--- config.mk ---
export PLATFORM = sky130hd
export DESIGN_NAME = rtc_config_core
export DESIGN_NICKNAME = d
export VERILOG_FILES = /design/src/hdl/rtc_pkg.sv /design/src/hdl/rtc_averager.sv /design/src/hdl/rtc_config_core.sv
export VERILOG_INCLUDE_DIRS = /design/src /design/src/hdl
export SDC_FILE = /design/constraint.sdc
export NUM_CORES = 2
export LEC_CHECK = 0
export ABC_CLOCK_PERIOD_IN_PS = 7400
export BUFFER_PORTS_ARGS = -buffer_cell sky130_fd_sc_hd__buf_2
export CAP_MARGIN = 20
export CORE_ASPECT_RATIO = 1.75
export CORE_MARGIN = 10
export CORE_UTILIZATION = 59
export CTS_CLUSTER_SIZE = 25
export DETAILED_ROUTE_END_ITERATION = 6
export GPL_ROUTABILITY_DRIVEN = 0
export PLACE_DENSITY = 0.78
export REMOVE_ABC_BUFFERS = 1
export SETUP_SLACK_MARGIN = 0.5
export SLEW_MARGIN = 20
export SYNTH_ARGS = -nofsm -noshare
export SYNTH_HDL_FRONTEND = slang
export SYNTH_SLANG_ARGS = --single-unit
--- constraint.sdc ---
create_clock -name sys_clk_i -period 7.4 [get_ports sys_clk_i]
set_input_delay 0.74 -clock sys_clk_i [delete_from_list [all_inputs] [get_ports sys_clk_i]]
set_output_delay 0.74 -clock sys_clk_i [all_outputs]
set_load 0.02 [all_outputs]
--- src/hdl/rtc_params.svh ---
`ifndef RTC_PARAMS_SVH
`define RTC_PARAMS_SVH
`define RTC_CMD_REGULATOR 8'hb5
`define RTC_CMD_TELEMETRY 8'hd0
`define RTC_LEN_REGULATOR 3'h1
`define RTC_LEN_TELEMETRY 3'h6
`define RTC_SEL_LSB 4
`define RTC_SEL_MIN 4'h3
`define RTC_SEL_MAX 4'ha
`define RTC_RST_SEL 4'h9
`define RTC_RST_TELEMETRY 40'h03_0000_0000
`define RTC_VO_LSB 0
`define RTC_IO_LSB 8
`define RTC_TMP_LSB 16
`define RTC_VI_LSB 24
`define RTC_PRI_OFS 6
`define RTC_DEPTH_MAX 3'h5
`define RTC_CH_TEMP 2'h2
`define RTC_PRI_OFF 2'h3
`define RTC_CLK_PERIOD_NS 10
`define RTC_TXN_TIME_US 1000
`define RTC_TXN_CYCLES ((`RTC_TXN_TIME_US * 1000) / `RTC_CLK_PERIOD_NS)
`define RTC_ACT_TIME_US 1000
`define RTC_ACT_CYCLES ((`RTC_ACT_TIME_US * 1000) / `RTC_CLK_PERIOD_NS)
`endif

--- src/hdl/rtc_pkg.sv ---
package rtc_pkg;
   typedef enum logic [2:0] {
      rtc_pick_a = 3'b001,
      rtc_pick_b = 3'b010,
      rtc_wait = 3'b100
   } rtc_sched_t;
   typedef enum logic [1:0] {
      rtc_tier_a = 2'b00,
      rtc_tier_b = 2'b01,
      rtc_tier_c = 2'b10,
      rtc_tier_off = 2'b11
   } rtc_tier_t;
endpackage : rtc_pkg

--- src/hdl/rtc_averager.sv ---
`timescale 1ns/10ps
`default_nettype none
module rtc_averager (
   input wire logic sys_clk_i,
   input wire logic rst_b_i,
   input wire logic sample_valid_i,
   input wire logic [15:0] sample_i,
   input wire logic [2:0] depth_i,
   output logic [15:0] avg_o
);
   logic [15:0] hist [32];
   logic [4:0] wp;
   logic [5:0] fill;
   logic [20:0] sum;
   logic [2:0] depth_q;
   logic [5:0] win;
   logic [15:0] oldest;
   logic [20:0] next_sum;
   logic [20:0] shifted;

   always_comb begin
      win = 6'h01 << depth_i;
      oldest = hist[wp - win[4:0]];
      if (fill >= win) begin
         next_sum = sum + {5'h00, sample_i} - {5'h00, oldest};
      end else begin
         next_sum = sum + {5'h00, sample_i};
      end
      shifted = next_sum >> depth_i;
   end

   always_ff @(posedge sys_clk_i) begin
      if (sample_valid_i) begin
         hist[wp] <= sample_i;
      end
   end

   // a depth change restarts the window instead of mixing sizes
   always_ff @(posedge sys_clk_i or negedge rst_b_i) begin
      if (!rst_b_i) begin
         wp <= 5'h00;
         fill <= 6'h00;
         sum <= 21'h000000;
         depth_q <= 3'h0;
         avg_o <= 16'h0000;
      end else if (depth_q != depth_i) begin
         depth_q <= depth_i;
         fill <= 6'h00;
         sum <= 21'h000000;
      end else if (sample_valid_i) begin
         wp <= wp + 5'h01;
         sum <= next_sum;
         avg_o <= shifted[15:0];
         if (fill < win) begin
            fill <= fill + 6'h01;
         end
      end
   end
endmodule : rtc_averager
`default_nettype wire

--- src/hdl/rtc_config_core.sv ---
`timescale 1ns/10ps
`default_nettype none
`include "rtc_params.svh"
module rtc_config_core #(
   parameter int unsigned TXN_LIMIT = `RTC_TXN_CYCLES
) (
   input wire logic sys_clk_i,
   input wire logic rst_b_i,
   input wire logic txn_start_i,
   input wire logic txn_write_i,
   input wire logic [7:0] txn_cmd_i,
   input wire logic wr_valid_i,
   input wire logic [7:0] wr_byte_i,
   input wire logic txn_stop_i,
   input wire logic rd_req_i,
   output logic rd_valid_o,
   output logic [7:0] rd_byte_o,
   output logic txn_error_o,
   input wire logic nvm_load_i,
   input wire logic [7:0] nvm_regulator_i,
   input wire logic [47:0] nvm_telemetry_i,
   output logic [3:0] regulator_voltage_select_o,
   output logic adc_start_o,
   output logic [1:0] adc_channel_o,
   input wire logic adc_done_i,
   input wire logic [15:0] adc_data_i,
   output logic [15:0] read_vout_o,
   output logic [15:0] read_iout_o,
   output logic [15:0] read_temp_o,
   output logic [15:0] read_vin_o
);
   logic [39:0] tel_cfg;
   logic txn_open;
   logic txn_wr;
   logic [7:0] txn_cmd;
   logic [7:0] cnt_byte;
   logic [2:0] byte_idx;
   logic [2:0] rd_idx;
   logic [47:0] wbuf;
   logic [31:0] txn_age;
   logic [2:0] exp_len;
   logic [47:0] rd_word;
   logic timeout;
   logic commit;
   logic code_ok;
   logic [3:0] wr_code;
   logic [1:0] pri [4];
   logic [2:0] depth [4];
   logic [3:0] mask_a;
   logic [3:0] mask_b;
   logic [3:0] mask_c;
   logic [15:0] avg [4];
   logic [15:0] tele [4];
   rtc_pkg::rtc_sched_t state;
   rtc_pkg::rtc_sched_t next_state;
   logic [2:0] pa;
   logic [2:0] pb;
   logic [2:0] pc;
   logic [2:0] next_pa;
   logic [2:0] next_pb;
   logic [2:0] next_pc;
   logic next_found;
   logic [1:0] next_ch;
   logic [2:0] fa;
   logic [2:0] fb;
   logic [2:0] fb0;
   logic [2:0] fc;
   logic [2:0] fc0;
   logic last_lower;

   // lowest channel index at or above ptr with its mask bit set
   function automatic logic [2:0] find_from(input logic [3:0] m,
                                            input logic [2:0] p);
      logic [2:0] r;
      r = 3'h0;
      for (int i = 3; i >= 0; i--) begin
         if (m[i] && ({1'b0, 2'(i)} >= p)) begin
            r = {1'b1, 2'(i)};
         end
      end
      return r;
   endfunction : find_from

   always_comb begin
      exp_len = 3'h0;
      if (txn_cmd == `RTC_CMD_REGULATOR) begin
         exp_len = `RTC_LEN_REGULATOR;
      end else if (txn_cmd == `RTC_CMD_TELEMETRY) begin
         exp_len = `RTC_LEN_TELEMETRY;
      end
   end

   always_comb begin
      if (txn_cmd == `RTC_CMD_REGULATOR) begin
         rd_word = {40'h00_0000_0000, regulator_voltage_select_o, 4'h0};
      end else begin
         rd_word = {8'h00, tel_cfg};
      end
   end

   assign timeout = txn_open && (txn_age >= TXN_LIMIT);
   assign wr_code = wbuf[`RTC_SEL_LSB +: 4];
   assign code_ok = (wr_code >= `RTC_SEL_MIN) && (wr_code <= `RTC_SEL_MAX);
   assign commit = txn_open && txn_wr && txn_stop_i && !timeout &&
                   (exp_len != 3'h0) && (cnt_byte == {5'h00, exp_len}) &&
                   (byte_idx == exp_len + 3'h1);

   always_ff @(posedge sys_clk_i or negedge rst_b_i) begin
      if (!rst_b_i) begin
         txn_open <= 1'b0;
         txn_wr <= 1'b0;
         txn_cmd <= 8'h00;
         byte_idx <= 3'h0;
         rd_idx <= 3'h0;
         txn_age <= 32'h0000_0000;
      end else if (txn_start_i) begin
         txn_open <= 1'b1;
         txn_wr <= txn_write_i;
         txn_cmd <= txn_cmd_i;
         byte_idx <= 3'h0;
         rd_idx <= 3'h0;
         txn_age <= 32'h0000_0000;
      end else if (txn_open && (txn_stop_i || timeout)) begin
         txn_open <= 1'b0;
      end else if (txn_open) begin
         txn_age <= txn_age + 32'h0000_0001;
         if (wr_valid_i && txn_wr && byte_idx != 3'h7) begin
            byte_idx <= byte_idx + 3'h1;
         end
         if (rd_req_i && !txn_wr && rd_idx != 3'h7) begin
            rd_idx <= rd_idx + 3'h1;
         end
      end
   end

   // first byte is the count, data follows low byte first
   always_ff @(posedge sys_clk_i or negedge rst_b_i) begin
      if (!rst_b_i) begin
         cnt_byte <= 8'h00;
         wbuf <= 48'h0000_0000_0000;
      end else if (txn_start_i) begin
         cnt_byte <= 8'h00;
      end else if (txn_open && txn_wr && wr_valid_i) begin
         if (byte_idx == 3'h0) begin
            cnt_byte <= wr_byte_i;
         end
         for (int k = 0; k < 6; k++) begin
            if (byte_idx == 3'(k + 1)) begin
               wbuf[8 * k +: 8] <= wr_byte_i;
            end
         end
      end
   end

   always_ff @(posedge sys_clk_i or negedge rst_b_i) begin
      if (!rst_b_i) begin
         rd_valid_o <= 1'b0;
         rd_byte_o <= 8'h00;
      end else begin
         rd_valid_o <= 1'b0;
         if (txn_open && !txn_wr && rd_req_i && !txn_start_i) begin
            rd_valid_o <= 1'b1;
            rd_byte_o <= 8'hff;
            if (rd_idx == 3'h0) begin
               rd_byte_o <= {5'h00, exp_len};
            end
            for (int k = 0; k < 6; k++) begin
               if (rd_idx == 3'(k + 1) && rd_idx <= exp_len) begin
                  rd_byte_o <= rd_word[8 * k +: 8];
               end
            end
         end
      end
   end

   always_ff @(posedge sys_clk_i or negedge rst_b_i) begin
      if (!rst_b_i) begin
         txn_error_o <= 1'b0;
      end else begin
         txn_error_o <= 1'b0;
         if (txn_open && !txn_start_i) begin
            if (timeout) begin
               txn_error_o <= 1'b1;
            end else if (txn_wr && txn_stop_i) begin
               txn_error_o <= !commit ||
                  (txn_cmd == `RTC_CMD_REGULATOR && !code_ok);
            end
         end
      end
   end

   always_ff @(posedge sys_clk_i or negedge rst_b_i) begin
      if (!rst_b_i) begin
         regulator_voltage_select_o <= `RTC_RST_SEL;
      end else if (nvm_load_i) begin
         regulator_voltage_select_o <= nvm_regulator_i[`RTC_SEL_LSB +: 4];
      end else if (commit && txn_cmd == `RTC_CMD_REGULATOR && code_ok) begin
         regulator_voltage_select_o <= wr_code;
      end
   end

   always_ff @(posedge sys_clk_i or negedge rst_b_i) begin
      if (!rst_b_i) begin
         tel_cfg <= `RTC_RST_TELEMETRY;
      end else if (nvm_load_i) begin
         tel_cfg <= nvm_telemetry_i[39:0];
      end else if (commit && txn_cmd == `RTC_CMD_TELEMETRY) begin
         tel_cfg <= wbuf[39:0];
      end
   end

   always_comb begin
      pri[0] = tel_cfg[`RTC_VO_LSB + `RTC_PRI_OFS +: 2];
      pri[1] = tel_cfg[`RTC_IO_LSB + `RTC_PRI_OFS +: 2];
      pri[2] = tel_cfg[`RTC_TMP_LSB + `RTC_PRI_OFS +: 2];
      pri[3] = tel_cfg[`RTC_VI_LSB + `RTC_PRI_OFS +: 2];
      depth[0] = tel_cfg[`RTC_VO_LSB +: 3];
      depth[1] = tel_cfg[`RTC_IO_LSB +: 3];
      depth[2] = tel_cfg[`RTC_TMP_LSB +: 3];
      depth[3] = tel_cfg[`RTC_VI_LSB +: 3];
      for (int i = 0; i < 4; i++) begin
         // invalid depth clamps to the deepest window
         if (depth[i] > `RTC_DEPTH_MAX) begin
            depth[i] = `RTC_DEPTH_MAX;
         end
         mask_a[i] = pri[i] == rtc_pkg::rtc_tier_a;
         mask_b[i] = pri[i] == rtc_pkg::rtc_tier_b;
         mask_c[i] = pri[i] == rtc_pkg::rtc_tier_c;
      end
      // overtemperature needs it, so the off code runs top tier
      if (pri[`RTC_CH_TEMP] == `RTC_PRI_OFF) begin
         mask_a[`RTC_CH_TEMP] = 1'b1;
      end
   end

   always_comb begin
      fa = find_from(mask_a, pa);
      fb = find_from(mask_b, pb);
      fb0 = find_from(mask_b, 3'h0);
      fc = find_from(mask_c, pc);
      fc0 = find_from(mask_c, 3'h0);
      next_found = 1'b0;
      next_ch = 2'h0;
      next_pa = pa;
      next_pb = pb;
      next_pc = pc;
      next_state = state;
      case (state)
         rtc_pkg::rtc_pick_a: begin
            if (fa[2]) begin
               next_found = 1'b1;
               next_ch = fa[1:0];
               next_pa = {1'b0, fa[1:0]} + 3'h1;
            end else begin
               next_pa = 3'h0;
               next_state = rtc_pkg::rtc_pick_b;
            end
         end
         rtc_pkg::rtc_pick_b: begin
            // end of a middle pass is one lowest-tier slot
            if (fb[2]) begin
               next_found = 1'b1;
               next_ch = fb[1:0];
               next_pb = {1'b0, fb[1:0]} + 3'h1;
            end else if (fc0[2]) begin
               next_found = 1'b1;
               next_pb = 3'h0;
               next_ch = fc[2] ? fc[1:0] : fc0[1:0];
               next_pc = {1'b0, next_ch} + 3'h1;
            end else if (fb0[2]) begin
               next_found = 1'b1;
               next_ch = fb0[1:0];
               next_pb = {1'b0, fb0[1:0]} + 3'h1;
            end
            if (!next_found) begin
               next_state = rtc_pkg::rtc_pick_a;
            end
         end
         rtc_pkg::rtc_wait: begin
            if (adc_done_i) begin
               next_state = rtc_pkg::rtc_pick_a;
            end
         end
         default: begin
            next_state = rtc_pkg::rtc_pick_a;
         end
      endcase
      if (next_found) begin
         next_state = rtc_pkg::rtc_wait;
      end
   end

   always_ff @(posedge sys_clk_i or negedge rst_b_i) begin
      if (!rst_b_i) begin
         state <= rtc_pkg::rtc_pick_a;
         pa <= 3'h0;
         pb <= 3'h0;
         pc <= 3'h0;
         adc_start_o <= 1'b0;
         adc_channel_o <= 2'h0;
      end else begin
         state <= next_state;
         pa <= next_pa;
         pb <= next_pb;
         pc <= next_pc;
         adc_start_o <= next_found;
         if (next_found) begin
            adc_channel_o <= next_ch;
         end
      end
   end

   for (genvar g = 0; g < 4; g++) begin : g_avg
      rtc_averager u_avg (
         .sys_clk_i(sys_clk_i),
         .rst_b_i(rst_b_i),
         .sample_valid_i(adc_done_i && state == rtc_pkg::rtc_wait &&
                         adc_channel_o == 2'(g)),
         .sample_i(adc_data_i),
         .depth_i(depth[g]),
         .avg_o(avg[g])
      );
      always_ff @(posedge sys_clk_i or negedge rst_b_i) begin
         if (!rst_b_i) begin
            tele[g] <= 16'h0000;
         end else if (pri[g] == `RTC_PRI_OFF && g != `RTC_CH_TEMP) begin
            tele[g] <= 16'h0000;
         end else begin
            tele[g] <= avg[g];
         end
      end
   end

   assign read_vout_o = tele[0];
   assign read_iout_o = tele[1];
   assign read_temp_o = tele[2];
   assign read_vin_o = tele[3];

   always_ff @(posedge sys_clk_i or negedge rst_b_i) begin
      if (!rst_b_i) begin
         last_lower <= 1'b0;
      // classed at the pick, under the mask that chose it
      end else if (next_found) begin
         last_lower <= !mask_a[next_ch];
      end
   end
endmodule : rtc_config_core
`default_nettype wire

==> key figures <==
Status
  • Outcome: finished with violations
  • Failing checks: design-rule violations

Drt
  • # DRC: 2
  • Routed wire length: 275 mm
  • DRT iter0 DRCs: 6480
  • Via count: 61500
  • DR vias/cell: 6.56
  • DR pass1 iterations: 7
  • Avg WL per Cell: 29.3 microns
  • Final antenna-violating net count: 0

CTS
  • Worst skew pair latency: 0.90 ns
  • CTS Buf Count: 215
  • Clock Sinks: 2481
  • Root buffer cell: clkbuf_16
  • CTS tree: yes
  • CTS HTree Levels: 4
  • Clock Tree Buf Depth: 4
  • Worst-path clk slew: 0.07 ns

Global route
  • Gr usage total: 27.4%
  • Global-route wire length before repair: 412 mm
  • Vias in the first global route: 63900
  • Largest net degree at the start of global routing: 151
  • Grt ovf: 0
  • Initial antenna violation count: 6

Power and ir drop
  • Seq pwr share: 38.5%
  • Peak VDD IR: 0.283 mV
  • Pint: 27.7 mW
  • Switching Fraction: 31.9%
  • Clock Power Share: 28.8%
  • Combinational share of power: 32.7%
  • Switching power: 13.0 mW
  • Power per cell area: 338 nW/um^2
  • Total power: 40.7 mW
  • Lkg Pwr: 42.7 nW

Logic synthesis
  • Largest family of logic cells by synthesized area: multiplexers
  • Ys async rst share: 17.5%
  • Synth Area in Adders: 2.83%
  • Post-synthesis xor/xnor area fraction: 1.73%
  • Ys Warns: 0
  • Syn Area/Cell: 16.7 sq um
  • Synth area leader: edfxtp_1
  • Synth Area in Simple Gates: 5.39%
  • Count leader, synth: edfxtp_1
  • Compound-Gate Fraction of Synth Area: 5.53%
  • Post-synthesis cell count: 6425
  • Post-synth EDFFs: 2048
  • Predominant post-synthesis flop cell: edfxtp_1
  • Top cells by area, synth: edfxtp_1 (57%), mux4_2 (13%), dfrtp_1 (10%)
  • Commonest cells post-synth: edfxtp_1 (2048), mux4_2 (607), nor2_1 (432)
  • #FFs+latches synth: 2481
  • Netlist Area Pre-Place: 108000 sq um
  • Area share of the largest cell type after synthesis: 57.2%
  • Multiplexer area fraction after synthesis: 15.7%
  • Post-synthesis sequential area ratio: 67.3%
  • Yosys cell types: 100

STA
  • Min cycle time layout: 6.57 ns
  • Final period util: 88.7%
  • Max Clock Freq: 152 MHz
  • Max transition margin: 25.5%
  • Unrepaired setup endpoints after global routing: false
  • Final hold violations: 0
  • Slew @ Worst Pin: 1.12 ns
  • Max Clock Skew: 0.0464 ns
  • Slew Viols, Final: 0
  • Final setup viols: 0

Worst setup path
  • Worst setup EP type: flop
  • Slowest CP cell: fa_4
  • Bufs and invs on worst path: 3
  • Crit path DAT: 7.35 ns
  • Crit path max fanout: 28
  • Crit path cell chain: inv_2 -> or3_1 -> inv_1 -> fa_4 -> buf_4 -> mux4_2 -> mux4_2 -> mux2i_1 -> ha_1 -> a21oi_1 -> o21ai_0 -> a22o_1 -> a31oi_1 -> a21oi_1 -> a2111oi_0 -> xor2_1 -> nand4_1 -> o21ai_0 -> a311oi_1
  • Critical path type: reg -> reg
  • Startpoint types: flop
  • Worst Path Required: 8.19 ns
  • Worst path max stage delay: 1.11 ns
  • CP top delay family: compound AO/OA/AOI/OAI gates

Layout
  • Final instance area: 120000 sq um
  • Area delta synth->final: 12.0%
  • Share of cells above drive strength 1: 23.3%
  • Final Net Count: 7123
  • Final core occ: 66.3%

Placement
  • Post-Place Cell Area: 113000 sq um
  • PortBufs: 165
  • DP HPWL: 172 mm

Die
  • Initial Util: 59.2%
  • Die area: 200000 sq um
  • Die height: 585 microns
  • Die width: 343 microns
  • # IOs: 178
  • Core area: 182000 sq um
  • Num rows: 207

Flow run
  • MaxCap Viol Count: 0

Hold path
  • Hold WC Path Type: in -> reg
[flip-flops by register name (all words and copies together) (netlist names), 4 cells and up]
register,count
tel_cfg,40
regulator_voltage_select_o,4
read_temp_o,16
g_avg.u_avg.hist,2048
cnt_byte,8
read_iout_o,16
txn_cmd,8
read_vin_o,16
g_avg.u_avg.wp,20
wbuf,40
txn_age,32
g_avg.u_avg.depth_q,12
read_vout_o,16
rd_byte_o,8
g_avg.u_avg.fill,24
g_avg.u_avg.avg_o,64
g_avg.u_avg.sum,84
[cell type report]
cell class	instances	area (sq um)
Antenna cell	5	12.5
Clock buffer	257	5740
Clock inverter	134	1550
Fill cell	11500	61100
Inverter	100	375
Multi-Input combinational cell	3526	33900
Sequential cell	2481	72300
Tap cell	2403	3010
Timing Repair Buffer	466	3490
[tightest hold or removal path, delay by kind of cell]
kind | cells | cell delay (ns)
AO/OA/AOI/OAI | 1 | 0.06
buffers and inverters | 1 | 0.08
AND/OR/NAND/NOR | 1 | 0.04
[power by group through the flow]
stage | sequential, mW | combinational, mW | clock, mW
after global placement | 16.0 | 12.7 | 0
after global routing | 15.7 | 14.2 | 12.3
after CTS | 15.7 | 13.2 | 11.8
after floorplan | 16.0 | 9.52 | 0
after detailed placement | 16.0 | 12.9 | 0
final | 15.7 | 13.3 | 11.7
[cells by family after synthesis]
| logic type | after synthesis |
|---|---|
| AO/OA/AOI/OAI | 919 |
| XOR/XNOR | 211 |
| adder cells (fa/ha/maj) | 236 |
| buffers and inverters | 418 |
| flip-flops | 2481 |
| multiplexers | 922 |
| AND/OR/NAND/NOR | 1238 |
[layout by cell type (no fill, tap or decap), drive strengths merged, types with 93 or more instances in the layout]
cell    instances
edfxtp       2048
mux4          607
buf           465
nor2          433
dfrtp         428
nand2         338
a21oi         268
clkbuf        257
mux2i         226
ha            224
o21ai         193
a211oi        126
xnor2         118
inv           116
xor2           93
[worst paths after layout]
path,startpoint,to,slack [ns],cells past startpoint
max in group asynchronous,rst_b_i,g_avg[3].u_avg.sum[1],5.54,3
worst min register to register,g_avg[2].u_avg.avg_o[3],read_temp_o[3],0.37,0
min in group asynchronous,rst_b_i,tel_cfg[17],0.44,2
worst max-delay path,tel_cfg[16],g_avg[2].u_avg.avg_o[14],0.83,19
worst max register to register,tel_cfg[16],g_avg[2].u_avg.avg_o[14],0.83,19
worst min-delay path,nvm_regulator_i[5],regulator_voltage_select_o[1],0.08,3
[stage by stage]
step	hold WS, ns	TNS, ns	setup WS [ns]	instances
6_report	0.0812	0	0.834	9372
5_1_grt	0.0923	0	0.519	9369
4_1_cts	0.0590	0	0.614	9364
3_5_place_dp	0.364	0	0.541	8972
3_3_place_gp	0.360	0	0.642	8972
2_1_floorplan	0.349	-784.89	-7.29	6107
[layer usage]
metal / wire length, microns / GRT usage (%)
met4: 19400 / 16.8
met3: 20700 / 4.51
met2: 144000 / 48.4
met1: 91100 / 30.9
met5: 26 / 0
[what timing repair did]
item | CTS | global route
pin swaps | 0 | 1
endpoints found under the hold margin | 81 | 0
setup buffers | 0 | 1
cloned | 0 | 0
hold buffers | 1 | 0
gates resized for setup | 1 | 15
setup endpoints to repair | 3 | 24
No activity file was read; power rests on OpenSTA's default activity.
